$ cat src/logic/i2c_rx_regs.svh
// offsets, field positions, reset values and counts of the serial receiver
`ifndef I2C_RX_REGS_SVH
`define I2C_RX_REGS_SVH
`define OFS_CTRL        6'h00
`define OFS_STATUS      6'h04
`define OFS_POINTER     6'h08
`define OFS_RAM_INDEX   6'h0c
`define OFS_RAM_DATA    6'h10
`define CTRL_ENABLE_BIT 0
`define CTRL_RESET      1'b1
`define ADDR_PREFIX     5'b01111
`define RAM_DEPTH       7'd80
`define RAM_LAST        7'd79
`define FILL_CHAR       8'h20
`define RESP_OKAY       2'b00
`define RESP_SLVERR     2'b10
`endif

$ cat src/logic/i2c_rx_pkg.sv
// types shared by the serial command and data receiver
package i2c_rx_pkg;
  typedef enum logic [2:0] {
    ST_IDLE, ST_RECV, ST_ACK_WAIT, ST_ACK, ST_ACK_HOLD, ST_IGNORE
  } link_state_t;
  typedef enum logic [1:0] { K_ADDR, K_CTRL, K_DATA } byte_kind_t;
  typedef struct packed {
    logic bus_width_sel; // 1 = 8-bit
    logic two_lines;
    logic big_font;
    logic disp_on;
    logic cursor_on;
    logic blink_on;
    logic addr_inc;
    logic disp_shift;
  } disp_set_t;
endpackage : i2c_rx_pkg

$ cat src/logic/i2c_cmd_data_receiver.sv
// two-wire write-only slave feeding commands and character ram
`timescale 1ns/1ps
`include "i2c_rx_regs.svh"
module i2c_cmd_data_receiver
  import i2c_rx_pkg::*;
(
  input  logic        aclk,            // 50 MHz system clock
  input  logic        aresetn,         // synchronous reset, active low
  input  logic        scl_in,          // serial clock level
  input  logic        sda_in,          // serial data level
  output logic        sda_out,         // data drive value, always 0
  output logic        sda_oe,          // low while pulling data low
  input  logic        addr_strap_low,  // address bit 0 strap
  input  logic        addr_strap_high, // address bit 1 strap
  output logic        busy_flag,       // high while initialising
  input  logic [5:0]  awaddr,          // axi write address
  input  logic        awvalid,         // write address valid
  output logic        awready,         // write address ready
  input  logic [31:0] wdata,           // write data
  input  logic [3:0]  wstrb,           // write byte enables
  input  logic        wvalid,          // write data valid
  output logic        wready,          // write data ready
  output logic [1:0]  bresp,           // write response
  output logic        bvalid,          // write response valid
  input  logic        bready,          // write response ready
  input  logic [5:0]  araddr,          // read address
  input  logic        arvalid,         // read address valid
  output logic        arready,         // read address ready
  output logic [31:0] rdata,           // read data
  output logic [1:0]  rresp,           // read response
  output logic        rvalid,          // read data valid
  input  logic        rready           // read data ready
);
  // ------------------------------------------------------------
  // line sampling and bus conditions
  // ------------------------------------------------------------
  logic        scl_q, sda_q;
  logic        scl_rise, scl_fall, start_det, stop_det;
  link_state_t state_q, state_d;
  byte_kind_t  kind_q, kind_d;
  logic [7:0]  shift_q, shift_d, byte_in;
  logic [2:0]  cnt_q, cnt_d;
  logic        last_q, last_d, sel_q, sel_d, oe_q, oe_d;
  logic        byte_done, addr_hit, data_exec;
  disp_set_t   set_q, set_d;
  logic [6:0]  ptr_q, ptr_d, fill_q, fill_d, ptr_step;
  logic        busy_q, busy_d;
  logic        ram_we;
  logic [6:0]  ram_addr;
  logic [7:0]  ram_wdata;
  logic [7:0]  char_ram [0:79];
  logic        enable_q, enable_d;
  logic [6:0]  ram_index_q, ram_index_d;

  // inputs are synchronous, so one stage of history is enough
  assign scl_rise  = scl_in & ~scl_q;
  assign scl_fall  = ~scl_in & scl_q;
  assign start_det = scl_in & scl_q & sda_q & ~sda_in;
  assign stop_det  = scl_in & scl_q & ~sda_q & sda_in;
  assign byte_in   = {shift_q[6:0], sda_in};
  assign byte_done = (state_q == ST_RECV) && scl_rise && (cnt_q == 3'd7);
  assign addr_hit  = (byte_in[7:1] ==
                      {`ADDR_PREFIX, addr_strap_high, addr_strap_low});
  // data bytes arriving during initialisation are refused, not queued
  assign data_exec = byte_done && (kind_q == K_DATA) && !busy_q;

  // ------------------------------------------------------------
  // byte framing and acknowledge
  // ------------------------------------------------------------
  always_comb begin
    state_d = state_q;
    kind_d  = kind_q;
    shift_d = shift_q;
    cnt_d   = cnt_q;
    last_d  = last_q;
    sel_d   = sel_q;
    oe_d    = oe_q;
    if (stop_det) begin
      state_d = ST_IDLE;
      oe_d    = 1'b1;
    end else if (start_det) begin
      // start, then address; repeated start also restarts
      state_d = ST_RECV;
      kind_d  = K_ADDR;
      cnt_d   = 3'd0;
      oe_d    = 1'b1;
    end else begin
      case (state_q)
        ST_RECV: begin
          if (scl_rise) begin
            shift_d = byte_in;
            cnt_d   = cnt_q + 3'd1;
          end
          if (byte_done) begin
            state_d = ST_ACK_WAIT;
            case (kind_q)
              K_ADDR: begin
                // only a write to the strapped address is acknowledged, and only while enabled
                if (addr_hit && !byte_in[0] && enable_q) begin
                  kind_d = K_CTRL;
                  last_d = 1'b0;
                end else begin
                  // other addresses: rest of transfer ignored
                  state_d = ST_IGNORE;
                end
              end
              K_CTRL: begin
                // control byte, then its data byte
                // msb clear marks the last control byte
                last_d = ~byte_in[7];
                // select bit governs following data bytes
                sel_d  = byte_in[6];
                kind_d = K_DATA;
              end
              default: begin
                // after the last control byte only data follows
                kind_d = last_q ? K_DATA : K_CTRL;
                if (busy_q) begin
                  state_d = ST_IGNORE;
                end
              end
            endcase
          end
        end
        ST_ACK_WAIT: begin
          // pull data low for the acknowledge clock
          if (scl_fall) begin
            oe_d    = 1'b0;
            state_d = ST_ACK;
          end
        end
        ST_ACK: begin
          if (scl_rise) begin
            state_d = ST_ACK_HOLD;
          end
        end
        ST_ACK_HOLD: begin
          if (scl_fall) begin
            oe_d    = 1'b1;
            state_d = ST_RECV;
            cnt_d   = 3'd0;
          end
        end
        ST_IDLE, ST_IGNORE: begin
          state_d = state_q;
        end
        default: begin
          state_d = ST_IDLE;
        end
      endcase
    end
  end

  always_ff @(posedge aclk) begin
    if (!aresetn) begin
      scl_q   <= 1'b1;
      sda_q   <= 1'b1;
      state_q <= ST_IDLE;
      kind_q  <= K_ADDR;
      shift_q <= 8'h00;
      cnt_q   <= 3'd0;
      last_q  <= 1'b0;
      sel_q   <= 1'b0;
      oe_q    <= 1'b1;
    end else begin
      scl_q   <= scl_in;
      sda_q   <= sda_in;
      state_q <= state_d;
      kind_q  <= kind_d;
      shift_q <= shift_d;
      cnt_q   <= cnt_d;
      last_q  <= last_d;
      sel_q   <= sel_d;
      oe_q    <= oe_d;
    end
  end

  // ------------------------------------------------------------
  // display settings, pointer and initialisation
  // ------------------------------------------------------------
  // pointer wraps inside the 80 character locations
  assign ptr_step = set_q.addr_inc ?
                    ((ptr_q == `RAM_LAST) ? 7'd0 : ptr_q + 7'd1) :
                    ((ptr_q == 7'd0) ? `RAM_LAST : ptr_q - 7'd1);

  always_comb begin
    set_d  = set_q;
    ptr_d  = ptr_q;
    fill_d = fill_q;
    busy_d = busy_q;
    // busy until the last location has been filled
    if (busy_q) begin
      fill_d = fill_q + 7'd1;
      if (fill_q == `RAM_LAST) begin
        busy_d = 1'b0;
      end
    end else if (data_exec && sel_q) begin
      ptr_d = ptr_step;
    end else if (data_exec) begin
      casez (byte_in)
        8'b1???????: ptr_d = (byte_in[6:0] < `RAM_DEPTH) ?
                             byte_in[6:0] : 7'd0;
        8'b001?????: begin
          set_d.bus_width_sel = byte_in[4];
          set_d.two_lines     = byte_in[3];
          set_d.big_font      = byte_in[2];
        end
        8'b0001????: begin
          if (!byte_in[3]) begin
            ptr_d = byte_in[2] ?
                    ((ptr_q == `RAM_LAST) ? 7'd0 : ptr_q + 7'd1) :
                    ((ptr_q == 7'd0) ? `RAM_LAST : ptr_q - 7'd1);
          end
        end
        8'b00001???: begin
          set_d.disp_on   = byte_in[2];
          set_d.cursor_on = byte_in[1];
          set_d.blink_on  = byte_in[0];
        end
        8'b000001??: begin
          set_d.addr_inc   = byte_in[1];
          set_d.disp_shift = byte_in[0];
        end
        8'b0000001?: ptr_d = 7'd0;
        8'b00000001: begin
          // clear runs the same fill as power-on, busy meanwhile
          busy_d         = 1'b1;
          fill_d         = 7'd0;
          ptr_d          = 7'd0;
          set_d.addr_inc = 1'b1;
        end
        default: ptr_d = ptr_q;
      endcase
    end
  end

  always_ff @(posedge aclk) begin
    if (!aresetn) begin
      // 8-bit width, one line, 5x8 font
      // display, cursor, blink off; increment, no shift
      set_q  <= '{bus_width_sel: 1'b1, addr_inc: 1'b1, default: 1'b0};
      ptr_q  <= 7'd0;
      fill_q <= 7'd0;
      busy_q <= 1'b1;
    end else begin
      set_q  <= set_d;
      ptr_q  <= ptr_d;
      fill_q <= fill_d;
      busy_q <= busy_d;
    end
  end

  // fill writes 20h at every location
  assign ram_we    = busy_q | (data_exec & sel_q);
  assign ram_addr  = busy_q ? fill_q : ptr_q;
  assign ram_wdata = busy_q ? `FILL_CHAR : byte_in;

  // character ram, no reset: initialisation writes it instead
  always_ff @(posedge aclk) begin
    if (ram_we) begin
      char_ram[ram_addr] <= ram_wdata;
    end
  end

  // ------------------------------------------------------------
  // axi4-lite register slave
  // ------------------------------------------------------------
  logic        aw_have_q, aw_have_d, w_have_q, w_have_d;
  logic [5:0]  aw_addr_q, aw_addr_d;
  logic [31:0] w_data_q, w_data_d, rdata_d;
  logic        w_strb0_q, w_strb0_d, bvalid_d, rvalid_d;
  logic [1:0]  bresp_d, rresp_d;

  always_comb begin
    aw_have_d   = aw_have_q;
    aw_addr_d   = aw_addr_q;
    w_have_d    = w_have_q;
    w_data_d    = w_data_q;
    w_strb0_d   = w_strb0_q;
    bvalid_d    = bvalid;
    bresp_d     = bresp;
    rvalid_d    = rvalid;
    rresp_d     = rresp;
    rdata_d     = rdata;
    enable_d    = enable_q;
    ram_index_d = ram_index_q;
    if (bvalid && bready) begin
      bvalid_d = 1'b0;
    end
    if (awvalid && awready) begin
      aw_have_d = 1'b1;
      aw_addr_d = awaddr;
    end
    if (wvalid && wready) begin
      w_have_d  = 1'b1;
      w_data_d  = wdata;
      w_strb0_d = wstrb[0];
    end
    // write goes once both halves are held and the response is free
    if (aw_have_q && w_have_q && !bvalid) begin
      aw_have_d = 1'b0;
      w_have_d  = 1'b0;
      bvalid_d  = 1'b1;
      bresp_d   = `RESP_OKAY;
      case (aw_addr_q)
        `OFS_CTRL: if (w_strb0_q) enable_d = w_data_q[`CTRL_ENABLE_BIT];
        `OFS_RAM_INDEX: if (w_strb0_q) ram_index_d = w_data_q[6:0];
        `OFS_STATUS, `OFS_POINTER, `OFS_RAM_DATA: bresp_d = `RESP_OKAY;
        default: bresp_d = `RESP_SLVERR;
      endcase
    end
    if (rvalid && rready) begin
      rvalid_d = 1'b0;
    end
    if (arvalid && arready) begin
      rvalid_d = 1'b1;
      rresp_d  = `RESP_OKAY;
      case (araddr)
        `OFS_CTRL:      rdata_d = {31'h0, enable_q};
        `OFS_STATUS:    rdata_d = {23'h0, set_q, busy_q};
        `OFS_POINTER:   rdata_d = {25'h0, ptr_q};
        `OFS_RAM_INDEX: rdata_d = {25'h0, ram_index_q};
        `OFS_RAM_DATA:  rdata_d = (ram_index_q < `RAM_DEPTH) ?
                                  {24'h0, char_ram[ram_index_q]} : 32'h0;
        default: begin
          rdata_d = 32'h0;
          rresp_d = `RESP_SLVERR;
        end
      endcase
    end
  end

  always_ff @(posedge aclk) begin
    if (!aresetn) begin
      aw_have_q   <= 1'b0;
      aw_addr_q   <= 6'h00;
      w_have_q    <= 1'b0;
      w_data_q    <= 32'h0;
      w_strb0_q   <= 1'b0;
      awready     <= 1'b0;
      wready      <= 1'b0;
      bvalid      <= 1'b0;
      bresp       <= `RESP_OKAY;
      arready     <= 1'b0;
      rvalid      <= 1'b0;
      rresp       <= `RESP_OKAY;
      rdata       <= 32'h0;
      enable_q    <= `CTRL_RESET;
      ram_index_q <= 7'd0;
      sda_out     <= 1'b0;
      sda_oe      <= 1'b1;
      busy_flag   <= 1'b1;
    end else begin
      aw_have_q   <= aw_have_d;
      aw_addr_q   <= aw_addr_d;
      w_have_q    <= w_have_d;
      w_data_q    <= w_data_d;
      w_strb0_q   <= w_strb0_d;
      awready     <= !aw_have_d;
      wready      <= !w_have_d;
      bvalid      <= bvalid_d;
      bresp       <= bresp_d;
      arready     <= !rvalid_d;
      rvalid      <= rvalid_d;
      rresp       <= rresp_d;
      rdata       <= rdata_d;
      enable_q    <= enable_d;
      ram_index_q <= ram_index_d;
      sda_out     <= 1'b0;
      sda_oe      <= oe_d;
      busy_flag   <= busy_d;
    end
  end
endmodule : i2c_cmd_data_receiver

$ cat config.mk
export PLATFORM = sky130hd
export DESIGN_NAME = i2c_cmd_data_receiver
export DESIGN_NICKNAME = d
export VERILOG_FILES = /design/src/logic/i2c_rx_pkg.sv /design/src/logic/i2c_cmd_data_receiver.sv
export VERILOG_INCLUDE_DIRS = /design/src /design/src/logic
export SDC_FILE = /design/constraint.sdc
export NUM_CORES = 1
export LEC_CHECK = 0
export ABC_AREA = 1
export CELL_PAD_IN_SITES_DETAIL_PLACEMENT = 1
export CELL_PAD_IN_SITES_GLOBAL_PLACEMENT = 2
export CORE_UTILIZATION = 45
export CTS_CLUSTER_SIZE = 25
export DETAILED_ROUTE_END_ITERATION = 8
export DONT_BUFFER_PORTS = 1
export GPL_ROUTABILITY_DRIVEN = 0
export MAX_ROUTING_LAYER = met4
export PLACE_DENSITY = 0.87
export SLEW_MARGIN = 15
export SYNTH_ARGS = -nofsm -noshare
export SYNTH_HDL_FRONTEND = slang
export SYNTH_SLANG_ARGS = --single-unit
$ cat constraint.sdc
create_clock -name aclk -period 7.35 [get_ports aclk]
set_input_delay 1.47 -clock aclk [delete_from_list [all_inputs] [get_ports aclk]]
set_output_delay 1.47 -clock aclk [all_outputs]
set_load 0.03 [all_outputs]
==> results of run 1 <==
-- through the flow --
step	hold WS, ps	area, sq um	utilization	total power, uW
3_5_place_dp	475	31700	0.462	4730
2_1_floorplan	430	31300	-	4680
5_1_grt	508	34400	0.501	8970
6_report	483	34400	0.501	8770
4_1_cts	486	34400	0.501	8820
3_3_place_gp	448	31700	0.462	4720
-- worst reg2reg max path, stage by stage (launching register included) --
cell and delay [ps]:
dfxtp_2 970, inv_2 350, a21oi_1 360, inv_1 100, nor2_1 100, inv_1 60, nor2_1 430, inv_1 250
nor2_1 810
-- power groups by stage --
stage,Combinational (uW),Sequential [uW],Clock [uW]
6_report,151,4490,4130
5_1_grt,165,4490,4320
4_1_cts,151,4490,4180
3_5_place_dp,150,4580,0
3_3_place_gp,146,4570,0
2_1_floorplan,112,4570,0
-- worst paths after layout --
check | start | cells after the start | end
max | scl_in | 10 | char_ram[34][4]$_DFFE_PP_
min | w_data_q[2]$_SDFFE_PN0P_ | 2 | flip-flop
max reg2reg | busy_flag$_SDFF_PN1_ | 8 | char_ram[27][3]$_DFFE_PP_
min reg2reg | w_data_q[2]$_SDFFE_PN0P_ | 2 | flip-flop
-- sequential cells by signal (all words and copies together), names as in the netlist, 6 cells and up, named ones only --
name and cells:
set_q 8, shift_q 7, rdata 9, ptr_q 7, w_data_q 7, aw_addr_q 6
fill_q 7, ram_index_q 7, char_ram 640
-- cell type report --
class	instances	area (sq um)	share of cell area
Sequential cell	730	21000	0.612
Multi-Input combinational cell	1884	8590	0.250
Clock buffer	104	2250	0.0654
Tap cell	931	1160	0.0339
Inverter	182	699	0.0203
Clock inverter	42	444	0.0129
Timing Repair Buffer	24	193	0.00561
Antenna cell	1	2.50	0.0000728
-- logic make-up (layout without fill, tap and decap cells) --
kind of cell,Yosys count,after routing,synth area share
simple gates,1555,1555,0.214
flops,730,730,0.673
buf+inv,368,352,0.0571
compound gates,290,290,0.0517
xor+xnor,7,7,0.00196
fa+ha+maj,6,6,0.00240
other cells,1,27,0.000120
-- layer usage --
layer / share of wire / wire [um] / vias up
met3: 0.052 / 4490 / 152
met1: 0.42 / 36000 / 10901
met2: 0.50 / 42800 / 568
met5: 0 / 0 / -
li1: - / - / 10009
met4: 0.032 / 2710 / 0
-- synth_stat cells (4+ instances only) --
library cell	number
nand2_1	816
buf_6	8
dfxtp_1	90
a31oi_1	4
buf_1	16
a21oi_1	85
inv_1	155
nand4_1	7
o22ai_1	9
nor3_1	20
clkbuf_1	39
o21ai_1	16
buf_2	55
o211ai_1	39
xor2_1	4
o21ai_0	124
nand2_4	8
ha_1	6
edfxtp_1	640
nor2_1	200
nor2_2	4
buf_4	65
nand3_1	485
inv_2	20
==> run metrics, run 1 <==
vias in the first global route=22,749; Seq pwr share=0.512; first-pass GRT wire length=132,000 um; synth unique cells=50; worst-skew pair later-pin latency=630 ps; CTS tree=done; num ports=103; relative slew slack=0.201; GRT overflow=0; fraction of registers with async set/reset=0; WL/cell=22.1 um; core footprint=0.0686 sq mm; clock share of power=0.471; CTS Buf Count=79; GRT Resource Usage Total=0.254; commonest non-fill, non-tap cell in the layout=nand2_1; Initial Util=0.455; Peak Freq=0.259 GHz; Chip Height=265 um; largest net degree at the start of global routing=189; endpoints failing setup=0; Worst Tran Pin Value=1190 ps; most used cell, CP=nor2_8; status=completed; TritonRoute pass-1 iters=5; WP data arrival=4090 ps; Clock Tree Root=clkbuf_16; GRT Max-Usage Layer=met2; largest cells by area after synthesis=edfxtp_1, nand2_1, nand3_1; die area=0.0704 sq mm; M1 GR Usage=0.317; Iteration-0 DRC Markers=1,679; die width=265 um; Tmin final=3860 ps; Avg Inst Size Synth=10.6 sq um; crit-path leading delay family=simple AND/OR/NAND/NOR gates; peak supply drop=0.145 mV; crit-path max cell delay=970 ps; initial antenna violation count=0; Comb power frac=0.017; hpwl dp=50,700 um; Setup Skew=24.7 ps; Post-Syn Instances=2,957; Leakage=0.0134 uW; layout cell share with drive strength beyond 1=0.0691; row cnt=96; unrepaired setup endpoints after global routing=false; period utilisation layout=0.525; Max Cap Viol=0; DRC=0; clk slew on worst S/H paths=60 ps; CP Capture Type=flip-flop; final cell count without fillers=3,898; setup slack after layout=3490 ps; worst-path fanout max=16; post-CTS sizing=0; most frequent cells in the layout=nand2_1, edfxtp_1, nand3_1; final wirelength=86,100 um; cell internal pwr=6970 uW; top-area cell type share of the netlist area=0.616; dpl cells=3,751; post-synthesis sequential element count=730; Post-synth EDFFs=640; GR Util met3=0.0338; Worst R2R Setup Slack=3540 ps; top_reg_cell synth=edfxtp_1; mapped cell area=0.0312 sq mm; Crit Path Class=in -> reg; Net Sw Power=1790 uW; Port Buffers=0; Cell Chain, Critical Path=nand2_2, nor2_8, nand2_4, clkinv_2, nand4_4, nor2_8, nor2_2, inv_2, nand2_1, nor3_1; post-synthesis sequential area ratio=0.673; crit start category=input pin; power per cell area=255 mW/mm^2; Clock Path Buffers=3; antenna-violating nets left=0; Synth area leader=edfxtp_1; Vias per Instance=5.55; post-CTS setup buffers=0; HP Class=reg -> reg; Worst EP required=7580 ps; Fin. Hold Viols=0; Nets=2,966; CP Buf/Inv Count=2; Post-CTS Hold Fix Bufs=0; area delta synth->final=10.1%; CP max stage cell=nor3_1; via count=21,630; met2 Use GR=0.425; H-tree levels=3; Yosys Warn Count=0; clock net sink count=730; fill count=7,358; setup_tns=0 ps; Sw Share=0.205; Place WS=2830 ps; max-slew violation count=0
No activity file was read; power rests on OpenSTA's default activity.
==> inputs of run 2 (changes only) <==
CORE_UTILIZATION = 38   (was 45)
PLACE_DENSITY = 0.79   (was 0.87)
clock period = 3.35 ns   (was 7.35 ns; I/O delays follow)
==> run 2 against run 1 <==
  * Global-route usage shrank 3.3 points
  * Clock power grew 110%
  * Sequential cell count is the same
  * Die area grew 18%
  * Design area grew 2.0%
  * Clock skew shrank 5.0 ps
  * Register-to-register slack lost 3100 ps
  * Highest routed layer unchanged
==> run metrics, run 2 (synthesized netlist as in run 1, its figures left out) <==
status=completed; Setup Skew=19.7 ps (-4.98 ps); layout cell share with drive strength beyond 1=0.0858 (+0.0167); unrepaired setup endpoints after global routing=false; worst-skew pair later-pin latency=640 ps (about the same); Port Buffers=0 (unchanged); GRT overflow=0 (unchanged); post-CTS sizing=0 (unchanged); core footprint=0.0809 sq mm (+18%); CTS Buf Count=82 (+3.8%); Leakage=0.0137 uW (+2.3%); endpoints failing setup=0 (unchanged); cell internal pwr=15,000 uW (+120%); post-CTS setup buffers=0 (unchanged); CTS tree=done; Seq pwr share=0.519 (+0.007); max FFs per register=640 (unchanged); Initial Util=0.386 (-0.0695); clock net sink count=730 (unchanged); largest net degree at the start of global routing=123 (-35%); fill count=8,878 (+21%); row cnt=104 (+8.3%); flip-flop and latch area=0.0210 sq mm (unchanged); GRT Resource Usage Total=0.221 (-0.0330); antenna-violating nets left=0 (unchanged); Worst EP required=3900 ps (-3680 ps); worst-path fanout max=82 (+66); Iteration-0 DRC Markers=1,606 (-4.3%); CP Capture Type=flip-flop; Largest regs=char_ram: 640 flops, rdata: 9 flops, set_q: 8 flops; Tmin final=2930 ps; initial antenna violation count=0 (unchanged); Clock Tree Root=clkbuf_16; final cell count without fillers=4,091 (+5.0%); Nets=3,030 (+2.2%); hold slack=147 ps (-336 ps); multi-input logic area=0.00857 sq mm (-0.23%); commonest non-fill, non-tap cell in the layout=nand2_1; WP data arrival=3480 ps (-610 ps); Net Sw Power=3960 uW (+120%); first-pass GRT wire length=135,000 um (+1.7%); area delta synth->final=12.3%; dpl cells=3,941 (+5.1%); num ports=103 (unchanged); Sw Share=0.209 (+0.00446); DRC=0 (unchanged); H-tree levels=3 (unchanged); Comb power frac=0.018 (about the same); WL/cell=21.8 um (-1.5%); HP Class=in -> reg; Peak Freq=0.341 GHz; hpwl dp=54,700 um (+7.9%); via count=21,636 (+0.028%); Fin. Hold Viols=0 (unchanged); Finished Core Util=0.433 (-0.0680); vias in the first global route=22,318 (-1.9%); Biggest register=char_ram; TritonRoute pass-1 iters=5 (unchanged); Max Cap Viol=0 (unchanged); Post-CTS Hold Fix Bufs=0 (unchanged); Chip Height=289 um (+8.8%); power per cell area=541 mW/mm^2 (+110%); crit start category=flip-flop; final wirelength=89,000 um (+3.4%); antenna cells=0 (-1); peak supply drop=0.395 mV (+170%); clk slew on worst S/H paths=60 ps (about the same); Crit Path Class=reg -> reg; Clock Path Buffers=3 (unchanged); most frequent cells in the layout=nand2_1, edfxtp_1, nand3_1; die area=0.0833 sq mm (+18%); Worst Tran Pin Value=992 ps (-197 ps); die width=289 um (+8.8%); period utilisation layout=0.874; relative slew slack=0.333 (+0.132); max-slew violation count=0 (unchanged); clock share of power=0.463 (-0.008); Vias per Instance=5.29 (-4.7%)
## run 2: cell types whose count changed in the layout (fill, tap and decap cells not counted), sizes merged, moves of 2 or more
cell    before  now
buf         24   85
bufinv       9    7
clkbuf     104   98
clkinv      35   46
inv        178  180
## run 2: through the flow
step / setup WS, ps / cell area, sq um / total power (uW) / TNS [ps]
2_1_floorplan: -42.0 / 31300 / 10300 / -23030
3_3_place_gp: 342 / 32500 / 10400 / 0
3_5_place_dp: 289 / 32500 / 10400 / 0
4_1_cts: 403 / 35100 / 19100 / 0
5_1_grt: 195 / 35100 / 19500 / 0
6_report: 422 / 35100 / 19000 / 0
## run 2: power by group through the flow
stage | logic [uW] | clock network [uW] | registers, uW
floorplan | 245 | 0 | 10000
global placement | 333 | 0 | 10000
detailed placement | 340 | 0 | 10000
CTS | 342 | 8960 | 9850
global route | 372 | 9240 | 9850
finish | 339 | 8780 | 9850
## run 2: worst max-delay path: stages (launching register included)
cell and delay, ps:
dfxtp_4 460, inv_8 420, buf_12 340, nand2_1 100, nand3_1 130, nand3_1 120
nand2_1 120, nand2_1 70, nand3_1 200, nand3_1 110, nand3_1 220, nand2_1 140
nand2_1 100, nand2_1 60, a21oi_1 140
## run 2: routing by layer
layer	global-route usage	vias to the layer above	share of wire
li1	-	10147	-
met1	0.285	10869	0.44
met2	0.366	486	0.49
met3	0.0294	134	0.042
met4	0.0616	0	0.027
met5	-	-	0
## run 2: worst paths after layout
check	depth (start not counted)	end	slack (ps)	startpoint
min	2	scl_q$_SDFF_PN1_	150	scl_in
max	14	rdata[3]$_SDFFE_PN0P_	420	flip-flop
max reg2reg	14	rdata[3]$_SDFFE_PN0P_	420	flip-flop
min reg2reg	2	w_data_q[1]$_SDFFE_PN0P_	460	w_data_q[1]$_SDFFE_PN0P_
## run 2: cell type report
class | count | share of cell area
sequential | 730 | 0.600
multi-input combinational | 1884 | 0.245
clock inverter | 52 | 0.0133
inverter | 182 | 0.0199
clock buffer | 98 | 0.0611
tap | 1060 | 0.0378
timing repair buffer | 85 | 0.0236
==> inputs of run 3 (changes only) <==
--- a/config.mk
+++ b/config.mk
@@ -16,3 +16,2 @@
 export GPL_ROUTABILITY_DRIVEN = 0
-export MAX_ROUTING_LAYER = met4
 export PLACE_DENSITY = 0.79
==> constraint.sdc (replaced) <==
create_clock -name aclk -period 3.35 [get_ports aclk]
set_input_delay 0.1675 -clock aclk [delete_from_list [all_inputs] [get_ports aclk]]
set_output_delay 0.1675 -clock aclk [all_outputs]
set_load 0.03 [all_outputs]
==> run 3 against run 2 <==
  * Count of clock-buffer cells in the layout is 6 higher
  * Register-to-register slack worse by 30 ps
  * Clock power is 5.4% higher
  * Combinational power is 12% higher
  * Non-clock buffer count is 22 higher
  * Sequential power hardly changed
  * Via count is 0.94% higher
  * Wire length is 0.95% higher
  * Hold slack worse by 130 ps
  * Global-route usage is 0.35 points lower
  * Fmax is 0.85% lower
  * Design area is 1.2% higher
==> run metrics, run 3 (synthesized netlist as in run 1, its figures left out) <==
num ports=103 (unchanged); Max Cap Viol=0 (unchanged); Biggest register=char_ram; antenna cells=0 (unchanged); Tmin final=2950 ps (+25.1 ps); Cell Chain, Critical Path=inv_2, nand3_4, nor2_8, nand2_4, clkinv_2, nand4_4, nor2_8, nor2_2, inv_2, nand2_2, clkinv_2, nand2_1, inv_1; Crit Path Class=reg -> reg; Total Power=19,500 uW (+2.7%); Setup Skew=15.5 ps (-4.26 ps); crit-path leading delay family=buffers and inverters; GRT Resource Usage Total=0.218 (-0.00352); first-pass GRT wire length=138,000 um (+2.1%); CTS tree=done; vias in the first global route=22,976 (+2.9%); CP Capture Type=flip-flop; worst-skew pair later-pin latency=630 ps (about the same); Worst Tran Pin Value=1020 ps (+26.1 ps); Worst EP required=3630 ps (-270 ps); CP Buf/Inv Count=5 (+3); relative slew slack=0.316 (-0.0176); WL/cell=21.8 um (+0.43%); layout cell share with drive strength beyond 1=0.0852 (-0.000590); unrepaired setup endpoints after global routing=false; Post-CTS Hold Fix Bufs=29 (+29); post-CTS sizing=0 (unchanged); clock net sink count=730 (unchanged); initial antenna violation count=0 (unchanged); crit start category=flip-flop; max-slew violation count=0 (unchanged); final wirelength=89,800 um (+0.95%); Nets=3,051 (+0.69%); WP data arrival=3240 ps (-240 ps); Vias per Instance=5.31 (+0.43%); endpoints failing setup=0 (unchanged); CP max stage cell=dfxtp_1; setup_tns=0 ps (unchanged); most frequent cells in the layout=nand2_1, edfxtp_1, nand3_1; clk slew on worst S/H paths=60 ps (about the same); antenna-violating nets left=0 (unchanged); Leakage=0.0139 uW (+1.3%); largest net degree at the start of global routing=143 (+16%); GRT overflow=0 (unchanged); HP Class=in -> reg; peak supply drop=0.389 mV (-1.5%); H-tree levels=3 (unchanged); row cnt=104 (unchanged); post-CTS setup buffers=0 (unchanged); Largest regs=char_ram: 640 flops, rdata: 9 flops, set_q: 8 flops; die area=0.0833 sq mm (unchanged); max FFs per register=640 (unchanged); status=completed; Initial Util=0.386 (unchanged); Clock Tree Root=clkbuf_16; worst-path fanout max=16 (-80%); CTS Buf Count=81 (-1.2%); Clock Path Buffers=3 (unchanged); hpwl dp=54,600 um (-0.15%); crit-path max cell delay=340 ps (-120 ps); period utilisation layout=0.882 (+0.00749); DRC=0 (unchanged); Peak Freq=0.339 GHz (-0.85%); commonest non-fill, non-tap cell in the layout=nand2_1; core footprint=0.0809 sq mm (unchanged); Port Buffers=0 (unchanged); via count=21,840 (+0.94%); Fin. Hold Viols=0 (unchanged); Chip Height=289 um (unchanged); area delta synth->final=13.6%; die width=289 um (unchanged); TritonRoute pass-1 iters=5 (unchanged); Iteration-0 DRC Markers=1,779 (+11%); power per cell area=549 mW/mm^2 (+1.5%)
==> run 3: path summary, 6_finish.rpt <==
check,cells past startpoint,to,from,slack [ps]
worst max-delay path,13,char_ram[72][1]$_DFFE_PP_,state_q[1]$_SDFFE_PP0P_,400
worst min-delay path,4,rresp[1]$_SDFFE_PN0P_,araddr[5],10
worst max register to register,13,char_ram[72][1]$_DFFE_PP_,state_q[1]$_SDFFE_PP0P_,400
worst min register to register,2,cnt_q[2]$_SDFFE_PN0P_,cnt_q[2]$_SDFFE_PN0P_,480
==> run 3: layout make-up <==
type | instances | area (sq um)
clock buffers | 104 | 2200
clock inverters | 45 | 554
fillers | 8840 | 45500
inverters | 182 | 697
multi-input cells | 1884 | 8570
flip-flops and latches | 730 | 21000
well taps | 1060 | 1330
repair buffers | 107 | 1100
==> run 3: per-layer routing <==
layer  vias up  global-route usage  part of all wire  routed length, um
met2       515               0.372              0.49              44400
met3       156              0.0272             0.041               3720
li1      10176                   -                 -                  -
met1     10993               0.290              0.44              39300
met4         0              0.0626             0.026               2350
met5         -                   0                 0                  0
==> run 3: report_power, final <==
group | switching, uW | total [uW] | internal, uW | leakage, uW
Clock | 3680 | 9250 | 5570 | 0.00136
Combinational | 281 | 378 | 97.4 | 0.00491
Sequential | 40.4 | 9850 | 9810 | 0.00762
==> run 3: per-stage QoR <==
step	std cells	hold slack [ps]	util	area, sq um	setup slack, ps
after CTS	4112	37.1	0.438	35500	360
final	4112	13.2	0.438	35500	397
after global placement	3934	249	0.401	32400	462
after global routing	4112	57.0	0.438	35500	214
after floorplan	2982	264	-	31300	-42.0
after detailed placement	3934	253	0.401	32400	380
==> run 3: worst min-delay path, stage by stage <==
cell and delay [ps]:
nor3_1 50, a21oi_1 210, nor2_1 80, nor2_1 90
